File: config.mk
export PLATFORM = sky130hd
export DESIGN_NAME = pfc_protection_config_regs
export DESIGN_NICKNAME = d
export VERILOG_FILES = /design/src/hw/pfc_prot_pkg.sv /design/src/hw/pfc_protection_config_regs.sv
export SDC_FILE = /design/constraint.sdc
export NUM_CORES = 1
export LEC_CHECK = 0
export ABC_AREA = 1
export CORE_MARGIN = 2
export CORE_UTILIZATION = 45
export DETAILED_ROUTE_END_ITERATION = 8
export DONT_BUFFER_PORTS = 1
export GPL_TIMING_DRIVEN = 0
export PLACE_DENSITY = 0.6
export SYNTH_ARGS = -nofsm -noshare
export SYNTH_HDL_FRONTEND = slang
export SYNTH_SLANG_ARGS = --single-unit
export TNS_END_PERCENT = 5
File: constraint.sdc
create_clock -name core_clk -period 2.3 [get_ports core_clk]
set_input_delay 0 -clock core_clk [delete_from_list [all_inputs] [get_ports core_clk]]
set_output_delay 0 -clock core_clk [all_outputs]
set_load 0.005 [all_outputs]
File: src/hw/pfc_prot_pkg.sv
/*
 * Constants for the protection and filter configuration register bank:
 * register offsets, field positions, reset values and serial link constants.
 * Assumes an I2C host on the far side of the two-wire port.
 */
package pfc_prot_pkg;

	// Register offsets (byte addresses on the serial link)
	localparam logic [7:0] OFS_BO_THR_LO   = 8'h3a;
	localparam logic [7:0] OFS_BO_THR_HI   = 8'h3b;
	localparam logic [7:0] OFS_QUAL_TIMES  = 8'h3c;
	localparam logic [7:0] OFS_FILTER_CFG  = 8'h3d;
	localparam logic [7:0] OFS_OC_LIMIT    = 8'h44;
	localparam logic [7:0] OFS_OC_REACTION = 8'h45;
	localparam logic [7:0] OFS_OC_DELAY_LO = 8'h46;
	localparam logic [7:0] OFS_OC_DELAY_HI = 8'h47;
	localparam logic [7:0] OFS_OV_HIGH     = 8'h48;
	localparam logic [7:0] OFS_OV_LOW      = 8'h49;

	// Reset values
	localparam logic [9:0] RST_BO_THR      = 10'h0d9;
	localparam logic [7:0] RST_QUAL_TIMES  = 8'h05;
	localparam logic [7:0] RST_FILTER_CFG  = 8'h3c;
	localparam logic [6:0] RST_OC_LIMIT    = 7'h04;
	localparam logic [3:0] RST_OC_REACTION = 4'h0;
	localparam logic [9:0] RST_OC_DELAY    = 10'h1f4;
	localparam logic [6:0] RST_OV_HIGH     = 7'h6d;
	localparam logic [6:0] RST_OV_LOW      = 7'h6d;

	// Field positions
	localparam int BRIN_TIME_MSB   = 7;
	localparam int BRIN_TIME_LSB   = 4;
	localparam int BROUT_TIME_MSB  = 3;
	localparam int BROUT_TIME_LSB  = 0;
	localparam int REF_FILT_BIT    = 5;
	localparam int DELAY_FILT_BIT  = 4;
	localparam int CUTOFF_MSB      = 3;
	localparam int CUTOFF_LSB      = 0;
	localparam int REACTION_EN_BIT = 3;

	// Over-current reaction codes
	localparam logic [2:0] REACT_LATCH  = 3'h0;
	localparam logic [2:0] REACT_HICCUP = 3'h7;

	// Serial link
	localparam logic [6:0] DEV_ADDR_DEFAULT = 7'h2a; // arbitrary value
	localparam logic [3:0] BITS_PER_BYTE    = 4'h8;

	typedef enum logic [3:0] {
		ST_IDLE, ST_ADDR, ST_ADDR_ACK, ST_PTR, ST_PTR_ACK,
		ST_WDATA, ST_WACK, ST_RDATA, ST_RACK
	} link_state_t;

endpackage

File: src/hw/pfc_protection_config_regs.sv
/*
 * Protection and filter configuration register bank with its own two-wire
 * (I2C) slave port: 7-bit address, one pointer byte, auto-incrementing
 * reads and writes. Assumes the two-wire pins are pulled up outside and
 * that the bus is much slower than core_clk (125 MHz).
 */
// Functional notes
// RL1 - Brown-out threshold is 10 bits at 3a/3b; upper six bits read zero; default 0d9.
// RL2 - Brown-in time in bits 7:4, brown-out time in bits 3:0; default 05.
// RL3 - Bit 5 enables reference filter, bit 4 delay-path filter; default 3c.
// RL4 - Bits 3:0 select filter corner, 0000 highest through 1111 lowest.
// RL5 - Inductor over-current limit is 7 bits, bit 7 reads zero; default 04.
// RL6 - Bit 3 enables selectable over-current reaction; bits 7:4 read zero; default 0.
// RL7 - Reaction code 000 latches off, 111 hiccups, other values give retry count.
// RL8 - Recovery delay after over-current clears is 10 bits, default 1f4, at 46/47.
// RL9 - High-line output over-voltage limit is 7 bits, default 6d.
// RL10 - Low-line output over-voltage limit is 7 bits, default 6d.
// RL11 - Low byte at lower address; writes to read-only bits ignored.
`timescale 1ns/1ps

module pfc_protection_config_regs #(
	parameter logic [6:0] DEV_ADDR = pfc_prot_pkg::DEV_ADDR_DEFAULT
) (
	input  wire logic       core_clk,
	input  wire logic       rst_b,
	input  wire logic       scl_i,
	input  wire logic       sda_i,
	output logic            sda_o,
	output logic            sda_oe,
	output logic [9:0]      brownout_threshold,
	output logic [3:0]      brownin_qualify_time,
	output logic [3:0]      brownout_qualify_time,
	output logic            ref_smoothing_en,
	output logic            delay_path_smoothing_en,
	output logic [3:0]      cutoff_select,
	output logic [6:0]      inductor_current_limit,
	output logic            overcurrent_reaction_en,
	output logic            reaction_latch_off,
	output logic            reaction_hiccup,
	output logic [2:0]      reaction_retry_count,
	output logic [9:0]      overcurrent_recovery_delay,
	output logic [6:0]      overvoltage_limit_high_line,
	output logic [6:0]      overvoltage_limit_low_line
);

	// Pin synchronisers and glitch filter
	logic [2:0]                scl_sync_reg;
	logic [2:0]                scl_sync_next;
	logic [2:0]                sda_sync_reg;
	logic [2:0]                sda_sync_next;
	logic                      scl_f_reg;
	logic                      scl_f_next;
	logic                      sda_f_reg;
	logic                      sda_f_next;
	logic                      scl_rise;
	logic                      scl_fall;
	logic                      start_cond;
	logic                      stop_cond;

	always_comb begin
		scl_sync_next = {scl_sync_reg[1:0], scl_i};
		sda_sync_next = {sda_sync_reg[1:0], sda_i};
		scl_f_next    = (scl_sync_reg[1] == scl_sync_reg[2]) ? scl_sync_reg[2] : scl_f_reg;
		sda_f_next    = (sda_sync_reg[1] == sda_sync_reg[2]) ? sda_sync_reg[2] : sda_f_reg;
		scl_rise      = scl_f_next & ~scl_f_reg;
		scl_fall      = ~scl_f_next & scl_f_reg;
		start_cond    = scl_f_reg & scl_f_next & sda_f_reg & ~sda_f_next;
		stop_cond     = scl_f_reg & scl_f_next & ~sda_f_reg & sda_f_next;
	end

	always_ff @(posedge core_clk or negedge rst_b) begin
		if (!rst_b) begin
			scl_sync_reg <= 3'h7;
			sda_sync_reg <= 3'h7;
			scl_f_reg    <= 1'b1;
			sda_f_reg    <= 1'b1;
		end else begin
			scl_sync_reg <= scl_sync_next;
			sda_sync_reg <= sda_sync_next;
			scl_f_reg    <= scl_f_next;
			sda_f_reg    <= sda_f_next;
		end
	end

	// Link engine and configuration storage
	pfc_prot_pkg::link_state_t state_reg;
	pfc_prot_pkg::link_state_t state_next;
	logic [3:0]                bit_cnt_reg;
	logic [3:0]                bit_cnt_next;
	logic [7:0]                shift_reg;
	logic [7:0]                shift_next;
	logic [7:0]                ptr_reg;
	logic [7:0]                ptr_next;
	logic                      oe_reg;
	logic                      oe_next;
	logic [9:0]                bo_thr_reg;
	logic [9:0]                bo_thr_next;
	logic [7:0]                qual_reg;
	logic [7:0]                qual_next;
	logic [7:0]                filt_reg;
	logic [7:0]                filt_next;
	logic [6:0]                oc_lim_reg;
	logic [6:0]                oc_lim_next;
	logic [3:0]                oc_react_reg;
	logic [3:0]                oc_react_next;
	logic [9:0]                oc_dly_reg;
	logic [9:0]                oc_dly_next;
	logic [6:0]                ov_hi_reg;
	logic [6:0]                ov_hi_next;
	logic [6:0]                ov_lo_reg;
	logic [6:0]                ov_lo_next;
	logic [7:0]                rd_data;
	logic [7:0]                wr_byte;

	// Pointer and bit counter steps, shared by the read and write paths
	function automatic logic [7:0] ptr_step(input logic [7:0] p);
		return p + 8'h01;
	endfunction

	function automatic logic [3:0] cnt_step(input logic [3:0] c);
		return c + 4'h1;
	endfunction

	// Read mux; unmapped addresses and read-only bits read zero
	always_comb begin
		case (ptr_reg)
			pfc_prot_pkg::OFS_BO_THR_LO:   rd_data = bo_thr_reg[7:0]; // RL11
			pfc_prot_pkg::OFS_BO_THR_HI:   rd_data = {6'h00, bo_thr_reg[9:8]}; // RL1
			pfc_prot_pkg::OFS_QUAL_TIMES:  rd_data = qual_reg; // RL2
			pfc_prot_pkg::OFS_FILTER_CFG:  rd_data = filt_reg; // RL3
			pfc_prot_pkg::OFS_OC_LIMIT:    rd_data = {1'b0, oc_lim_reg}; // RL5
			pfc_prot_pkg::OFS_OC_REACTION: rd_data = {4'h0, oc_react_reg}; // RL6
			pfc_prot_pkg::OFS_OC_DELAY_LO: rd_data = oc_dly_reg[7:0]; // RL8
			pfc_prot_pkg::OFS_OC_DELAY_HI: rd_data = {6'h00, oc_dly_reg[9:8]}; // RL8
			pfc_prot_pkg::OFS_OV_HIGH:     rd_data = {1'b0, ov_hi_reg}; // RL9
			pfc_prot_pkg::OFS_OV_LOW:      rd_data = {1'b0, ov_lo_reg}; // RL10
			default:                       rd_data = 8'h00;
		endcase
	end

	always_comb begin
		state_next    = state_reg;
		bit_cnt_next  = bit_cnt_reg;
		shift_next    = shift_reg;
		ptr_next      = ptr_reg;
		oe_next       = oe_reg;
		bo_thr_next   = bo_thr_reg;
		qual_next     = qual_reg;
		filt_next     = filt_reg;
		oc_lim_next   = oc_lim_reg;
		oc_react_next = oc_react_reg;
		oc_dly_next   = oc_dly_reg;
		ov_hi_next    = ov_hi_reg;
		ov_lo_next    = ov_lo_reg;
		wr_byte       = shift_reg;
		if (start_cond) begin
			state_next   = pfc_prot_pkg::ST_ADDR;
			bit_cnt_next = 4'h0;
			oe_next      = 1'b0;
		end else if (stop_cond) begin
			state_next = pfc_prot_pkg::ST_IDLE;
			oe_next    = 1'b0;
		end else begin
			case (state_reg)
				pfc_prot_pkg::ST_ADDR, pfc_prot_pkg::ST_PTR, pfc_prot_pkg::ST_WDATA: begin
					if (scl_rise) begin
						shift_next   = {shift_reg[6:0], sda_f_reg};
						bit_cnt_next = cnt_step(bit_cnt_reg);
					end else if (scl_fall && bit_cnt_reg == pfc_prot_pkg::BITS_PER_BYTE) begin
						bit_cnt_next = 4'h0;
						oe_next      = 1'b1;
						if (state_reg == pfc_prot_pkg::ST_ADDR) begin
							if (shift_reg[7:1] == DEV_ADDR) begin
								state_next = pfc_prot_pkg::ST_ADDR_ACK;
							end else begin
								state_next = pfc_prot_pkg::ST_IDLE;
								oe_next    = 1'b0;
							end
						end else if (state_reg == pfc_prot_pkg::ST_PTR) begin
							state_next = pfc_prot_pkg::ST_PTR_ACK;
							ptr_next   = shift_reg;
						end else begin
							state_next = pfc_prot_pkg::ST_WACK;
							ptr_next   = ptr_step(ptr_reg);
							case (ptr_reg)
								pfc_prot_pkg::OFS_BO_THR_LO:   bo_thr_next[7:0] = wr_byte; // RL11
								pfc_prot_pkg::OFS_BO_THR_HI:   bo_thr_next[9:8] = wr_byte[1:0]; // RL1
								pfc_prot_pkg::OFS_QUAL_TIMES:  qual_next = wr_byte; // RL2
								pfc_prot_pkg::OFS_FILTER_CFG:  filt_next = wr_byte; // RL3
								pfc_prot_pkg::OFS_OC_LIMIT:    oc_lim_next = wr_byte[6:0]; // RL5
								pfc_prot_pkg::OFS_OC_REACTION: oc_react_next = wr_byte[3:0]; // RL6
								pfc_prot_pkg::OFS_OC_DELAY_LO: oc_dly_next[7:0] = wr_byte; // RL8
								pfc_prot_pkg::OFS_OC_DELAY_HI: oc_dly_next[9:8] = wr_byte[1:0]; // RL8
								pfc_prot_pkg::OFS_OV_HIGH:     ov_hi_next = wr_byte[6:0]; // RL9
								pfc_prot_pkg::OFS_OV_LOW:      ov_lo_next = wr_byte[6:0]; // RL10
								default:                       ov_lo_next = ov_lo_reg;
							endcase
						end
					end
				end
				pfc_prot_pkg::ST_ADDR_ACK: begin
					if (scl_fall) begin
						bit_cnt_next = 4'h0;
						if (shift_reg[0]) begin
							state_next = pfc_prot_pkg::ST_RDATA;
							shift_next = rd_data;
							oe_next    = ~rd_data[7];
						end else begin
							state_next = pfc_prot_pkg::ST_PTR;
							oe_next    = 1'b0;
						end
					end
				end
				pfc_prot_pkg::ST_PTR_ACK, pfc_prot_pkg::ST_WACK: begin
					if (scl_fall) begin
						state_next = pfc_prot_pkg::ST_WDATA;
						oe_next    = 1'b0;
					end
				end
				pfc_prot_pkg::ST_RDATA: begin
					if (scl_rise) begin
						bit_cnt_next = cnt_step(bit_cnt_reg);
					end else if (scl_fall) begin
						if (bit_cnt_reg == pfc_prot_pkg::BITS_PER_BYTE) begin
							state_next = pfc_prot_pkg::ST_RACK;
							oe_next    = 1'b0;
							ptr_next   = ptr_step(ptr_reg);
						end else begin
							shift_next = {shift_reg[6:0], 1'b0};
							oe_next    = ~shift_reg[6];
						end
					end
				end
				pfc_prot_pkg::ST_RACK: begin
					if (scl_rise && sda_f_reg) begin
						state_next = pfc_prot_pkg::ST_IDLE;
					end else if (scl_fall) begin
						state_next   = pfc_prot_pkg::ST_RDATA;
						bit_cnt_next = 4'h0;
						shift_next   = rd_data;
						oe_next      = ~rd_data[7];
					end
				end
				default: begin
					state_next = pfc_prot_pkg::ST_IDLE;
					oe_next    = 1'b0;
				end
			endcase
		end
	end

	always_ff @(posedge core_clk or negedge rst_b) begin
		if (!rst_b) begin
			state_reg    <= pfc_prot_pkg::ST_IDLE;
			bit_cnt_reg  <= 4'h0;
			shift_reg    <= 8'h00;
			ptr_reg      <= 8'h00;
			oe_reg       <= 1'b0;
			bo_thr_reg   <= pfc_prot_pkg::RST_BO_THR; // RL1
			qual_reg     <= pfc_prot_pkg::RST_QUAL_TIMES; // RL2
			filt_reg     <= pfc_prot_pkg::RST_FILTER_CFG; // RL3
			oc_lim_reg   <= pfc_prot_pkg::RST_OC_LIMIT; // RL5
			oc_react_reg <= pfc_prot_pkg::RST_OC_REACTION; // RL6
			oc_dly_reg   <= pfc_prot_pkg::RST_OC_DELAY; // RL8
			ov_hi_reg    <= pfc_prot_pkg::RST_OV_HIGH; // RL9
			ov_lo_reg    <= pfc_prot_pkg::RST_OV_LOW; // RL10
		end else begin
			state_reg    <= state_next;
			bit_cnt_reg  <= bit_cnt_next;
			shift_reg    <= shift_next;
			ptr_reg      <= ptr_next;
			oe_reg       <= oe_next;
			bo_thr_reg   <= bo_thr_next;
			qual_reg     <= qual_next;
			filt_reg     <= filt_next;
			oc_lim_reg   <= oc_lim_next;
			oc_react_reg <= oc_react_next;
			oc_dly_reg   <= oc_dly_next;
			ov_hi_reg    <= ov_hi_next;
			ov_lo_reg    <= ov_lo_next;
		end
	end

	// Open-drain data pin: only ever pulls low
	assign sda_o  = 1'b0;
	assign sda_oe = oe_reg;

	// Settings toward the control loop
	assign brownout_threshold          = bo_thr_reg;
	assign brownin_qualify_time        = qual_reg[pfc_prot_pkg::BRIN_TIME_MSB:pfc_prot_pkg::BRIN_TIME_LSB]; // RL2
	assign brownout_qualify_time       = qual_reg[pfc_prot_pkg::BROUT_TIME_MSB:pfc_prot_pkg::BROUT_TIME_LSB]; // RL2
	assign ref_smoothing_en            = filt_reg[pfc_prot_pkg::REF_FILT_BIT]; // RL3
	assign delay_path_smoothing_en     = filt_reg[pfc_prot_pkg::DELAY_FILT_BIT]; // RL3
	assign cutoff_select               = filt_reg[pfc_prot_pkg::CUTOFF_MSB:pfc_prot_pkg::CUTOFF_LSB]; // RL4
	assign inductor_current_limit      = oc_lim_reg;
	assign overcurrent_reaction_en     = oc_react_reg[pfc_prot_pkg::REACTION_EN_BIT]; // RL6
	assign reaction_latch_off          = oc_react_reg[2:0] == pfc_prot_pkg::REACT_LATCH; // RL7
	assign reaction_hiccup             = oc_react_reg[2:0] == pfc_prot_pkg::REACT_HICCUP; // RL7
	assign reaction_retry_count        = (reaction_latch_off || reaction_hiccup) ? 3'h0 : oc_react_reg[2:0]; // RL7
	assign overcurrent_recovery_delay  = oc_dly_reg;
	assign overvoltage_limit_high_line = ov_hi_reg;
	assign overvoltage_limit_low_line  = ov_lo_reg;

endmodule // pfc_protection_config_regs

Yosys cells after proc, flatten, opt, wreduce, memory -nomap -nowiden --
Cells that the tools add are included. W data, S select, Z words.
Storage, ports and cells: bits in registers 94, output and inout port bits 63, bits of input ports 4
Cells by class: mux-type cells 60, reduce and logical (&&, ||, !) cells 25, eq/ne operators 49, bitwise operators 18, add/sub/neg operators 2
Operators with widths (number):
- $mux W8 | 15
- $reduce_and A8 Y1 | 12
- $pmux W8 S10 | 1
- $mux W4 | 19
- $eq A8 B7 Y1 const B | 6
- $ne A4 B4 Y1 const B | 10
- $eq A8 B6 Y1 const B | 4
- $pmux W8 S4 | 1
- $ne A2 B2 Y1 const B | 13
- $pmux W4 S5 | 1
- $eq A4 B3 Y1 const B | 4
- $mux W1 | 16
- $pmux W4 S4 | 1
- $pmux W8 S2 | 1
- $not A1 Y1 | 11
- $reduce_and A11 Y1 | 1
- $reduce_and A10 Y1 | 1
- $reduce_and A9 Y1 | 1
- $add A8 B1 Y8 const B | 1
- $eq A4 B2 Y1 const B | 2
- $eq A4 B4 Y1 const B | 2
- $and A1 B1 Y1 | 7
- $eq A7 B6 Y1 const B | 1
- $mux W3 | 2
- other kinds (17) | 21

Depth between registers and ports, before layout --
word-level depth 10, depth in mapped cells 13

Worst setup path before layout --
No wires, ideal clock.
kind register to register, start register bit_cnt_reg[0], end register ov_lo_reg[4], in the netlist overvoltage_limit_low_line[4], setup time 0.134 ns, buffers on the path 1, arrival time 1.758 ns, setup slack 0.408 ns, cell stages (with the launch flop) 11, cells stage by stage dfrtp_1 > inv_1 > ha_1 > nand2_1 > nor2_1 > nand2_1 > nor3_4 > nand4_1 > buf_2 > nand2_1 > o21ai_0
On the way: word-level cells in the longest chain between the ends 3
Ends and longest elaborated chain:
- from (decl) | line pfc_protection_config_regs.sv:88 | logic [3:0] bit_cnt_reg;
- from (signal assigned) | line pfc_protection_config_regs.sv:269 | bit_cnt_reg <= bit_cnt_next;
- $eq A4 B4 Y1 | line pfc_protection_config_regs.sv:169 | end else if (scl_fall && bit_cnt_reg == pfc_prot_pkg::BITS_PER_BYTE) begin
- $logic_and A1 B1 Y1 | line pfc_protection_config_regs.sv:169
- $reduce_and A8 Y1 (no line)
- to (signal assigned) | line pfc_protection_config_regs.sv:266 | ov_lo_reg <= pfc_prot_pkg::RST_OV_LOW;
- to (signal assigned) | line pfc_protection_config_regs.sv:280 | ov_lo_reg <= ov_lo_next;
- to (decl) | line pfc_protection_config_regs.sv:110 | logic [6:0] ov_lo_reg;
Every way passes these cells. A chain may end at the register's enable or synchronous reset.

Worst setup path in the final report --
start register state_reg[3], end register bo_thr_reg[3], in the netlist brownout_threshold[3]
On the way: word-level cells in the longest chain between the ends 3, elaborated cells on any way between the ends 7
Ends and longest elaborated chain:
- from (decl) | line pfc_protection_config_regs.sv:86 | pfc_prot_pkg::link_state_t state_reg;
- from (signal assigned) | line pfc_protection_config_regs.sv:254 | state_reg <= pfc_prot_pkg::ST_IDLE;
- from (signal assigned) | line pfc_protection_config_regs.sv:268 | state_reg <= state_next;
- $eq A4 B1 Y1, or another cell as far along | line pfc_protection_config_regs.sv:164, pfc_protection_config_regs.sv:172
- $reduce_or A3 Y1 / $not A1 Y1 (equally long branches)
- $reduce_and A8 Y1 (no line) (*)
- to (signal assigned) | line pfc_protection_config_regs.sv:259 | bo_thr_reg <= pfc_prot_pkg::RST_BO_THR;
- to (signal assigned) | line pfc_protection_config_regs.sv:273 | bo_thr_reg <= bo_thr_next;
- to (decl) | line pfc_protection_config_regs.sv:96 | logic [9:0] bo_thr_reg;
Mark *: on every way between the ends. The rest lies on a longest branch, timed or not.

==> out/metrics.yaml <==
timing:
  grt_setup_unrepaired: "yes"
  fin_skew_ns: 0.0124
  slew_headroom: 0.540
  finalSetupViolCount: 0
  fin_crit_sh: 0.941
  clock.fmax_ghz: 0.462
  final-hold-violation-count: 0
  tightest_slew_ns: 0.691
  period_needed_ns: 2.16
  maxSlewViolCount: 0
pwr:
  power_frac_seq: 0.441
  power_frac_comb: 0.198
  power_switching_w: 0.00140
  power_frac_clock: 0.360
  power.density_nw_per_um2: 743
  p_int_w: 0.00284
  p_leak_nw: 2.67
  ir_drop_mv: 0.390
  switching_share: 0.331
cts:
  htreeDepth: 3
  cts_buffer_depth: 2
  cts_made_buffers: 9
  path_clk_slew_ns: 0.07
  tritoncts: "done"
  clock-root-buffer: "clkbuf_16"
  clk_latency_ns: 0.35
  clock-sinks: 94
route:
  vias: 4818
  drtIter0Drc: 456
  routed_wl_um: 15000
  antenna_left: 0
  wire_per_inst_um: 17.2
  drtPass1Iterations: 5
  vias_per_cell: 5.52
  drc: 0
floorplanning:
  rows: 38
  io_pins: 67
  dieWidth_um: 110
  dieHeight_um: 110
  start_util: 0.467
  coreArea_um2: 10900
  die-area_um2: 12200
synthesis:
  yosysWarnings: 0
  syn_area_um2: 5100
  yosysTopAreaCell: "dfrtp_1"
  synthArstFlopShare: 1.00
  synth-edff-count: 0
  synthFlopType: "dfrtp_1"
  synth_cells: 709
  synth_fp_nets: 719
  synth_seq_cells: 94
  yosys.area.top_type_share: 0.284
  synth_most_common_cell: "nand2_1"
  syn_area_per_cell_um2: 7.20
  yosys.cell_types.count: 29
  synth.area.top_cells: "dfrtp_1 (28%), dfstp_2 (19%), nand2_1 (16%)"
  yosys-top-cells-count: "nand2_1 (219), o21ai_0 (89), nor2_1 (88), inv_1 (77), dfrtp_1 (58)"
  yosysSeqAreaShare: 0.470
worst_hold_path:
  worst_hold_path_type: "in -> reg"
  holdPathStages: 1
global_route:
  grt_max_degree: 95
  grt_use_total: 0.251
  grt_pass1_vias: 4502
  antenna_found_initial: 0
  grt-ovfl-total: 0
  grt_pass1_wl_um: 24200
critical_path:
  cp-end-kind: "flop"
  crit_path_start_kind: "flop"
  critical_path_arrival_ns: 2.43
  required_ns: 2.56
  timing.critical_path.fanout_max: 10
  rr_worst_depth: 9
  worst-setup-path-type: "reg -> reg"
placed_design:
  placed_cell_area_um2: 5280
  io_buffers: 0
  dp_hpwl_um: 10800
  place_inst: 849
  routabilityCongestion: 0.959
final_layout:
  final_cells: 873
  syn_to_final_growth_pct: 11.7
  diodes: 0
  layout-drive-gt1-share: 0.115
  finalInstanceArea_um2: 5700
  final_nets: 738
job:
  maxCapViolations: 0
outcome:
  status: "finished, final reports clean"
## layer usage
layer  wire (um)  track usage  vias to the layer above
met5           0            0                        -
met4         314       0.0808                        0
met3        1210       0.0483                       27
met2        6530        0.371                      229
met1        6970        0.370                     2266
li1            -            -                     2296
## stage by stage
stage               setup WS (ns)   util  TNS [ns]  hold WS [ns]  power, W
global route              -0.0362  0.522    -0.102         0.199   0.00444
finish                      0.137  0.522         0         0.196   0.00424
global placement           -0.365  0.483    -11.84        -0.292   0.00266
detailed placement         -0.374  0.483    -12.48        -0.292   0.00268
floorplan                   0.408      -         0        -0.296   0.00237
CTS                       0.00840  0.519         0         0.187   0.00422
## repair_timing
| action | in CTS | in global routing |
|---|---|---|
| hold buffers | 4 | 0 |
| buffers inserted | 3 | 1 |
| gates resized for setup | 1 | 19 |
| endpoints found under the hold margin | 96 | 0 |
| setup endpoints to repair | 56 | 69 |
| pin swaps | 1 | 0 |
## area by class of cell
| class | count | area, um^2 |
|---|---|---|
| well taps | 140 | 175 |
| inverters | 79 | 297 |
| plain buffers | 24 | 119 |
| clock inverters | 6 | 67.6 |
| fillers | 1095 | 5230 |
| clock buffers | 10 | 229 |
| flip-flops and latches | 94 | 2400 |
| multi-input cells | 512 | 2320 |
| repair buffers | 8 | 100 |
## layout by cell type (no fill, tap or decap), types with 3 or more instances in the layout
| master | count |
|---|---|
| ha_1 | 6 |
| nand3_1 | 47 |
| clkbuf_2 | 3 |
| inv_2 | 3 |
| o21ai_0 | 88 |
| clkbuf_1 | 12 |
| dfrtp_1 | 58 |
| nand2_1 | 219 |
| o211ai_1 | 3 |
| buf_2 | 5 |
| inv_1 | 74 |
| a21oi_1 | 27 |
| clkbuf_16 | 9 |
| nor3_1 | 8 |
| nor2_2 | 4 |
| xor2_1 | 4 |
| nand4_1 | 5 |
| dlygate4sd3_1 | 3 |
| buf_4 | 8 |
| dfstp_2 | 36 |
| nor2_1 | 83 |
## worst max-delay path, cell delays in order, from the launching register on
cell and delay (ns):
dfrtp_1 0.41, inv_1 0.14, nand2_2 0.15, nor2_4 0.22
nand2_2 0.11, nor3_4 0.22, buf_12 0.15, nand2_1 0.16
clkbuf_1 0.26, o21ai_0 0.25
## kinds of logic (layout without fill, tap and decap cells)
logic type / after synthesis / count (layout) / share of synthesized area
and+or+nand+nor: 376 / 376 / 0.300
AOI/OAI and AO/OA: 123 / 123 / 0.124
buffers and inverters: 103 / 127 / 0.0804
DFF: 94 / 94 / 0.470
adders and majority gates: 7 / 7 / 0.0167
xor gates and xnor gates: 5 / 5 / 0.00858
other: 1 / 1 / 0.000735
## final timing paths
| check | start | endpoint | slack (ns) |
|---|---|---|---|
| max | state_reg[3]$_DFFE_PN0P_ | brownout_threshold[3]$_DFFE_PN1P_ | 0.14 |
| min | sda_i | sda_sync_reg[0]$_DFF_PN1_ | 0.20 |
| max reg2reg | state_reg[3]$_DFFE_PN0P_ | brownout_threshold[3]$_DFFE_PN1P_ | 0.14 |
| min reg2reg | sda_sync_reg[0]$_DFF_PN1_ | sda_sync_reg[1]$_DFF_PN1_ | 0.36 |
| max in group asynchronous | rst_b | filt_reg[2]$_DFFE_PN1P_ | 1.67 |
| min in group asynchronous | rst_b | ptr_reg[2]$_DFFE_PN0P_ | 0.21 |
## power by group through the flow
stage	combinational (W)	clock [W]	sequential (W)
4_1_cts	0.000821	0.00153	0.00187
2_1_floorplan	0.000501	0	0.00187
3_5_place_dp	0.000777	0	0.00190
6_report	0.000840	0.00153	0.00187
3_3_place_gp	0.000763	0	0.00189
5_1_grt	0.000937	0.00161	0.00189
No activity file was read; power rests on OpenSTA's default activity.
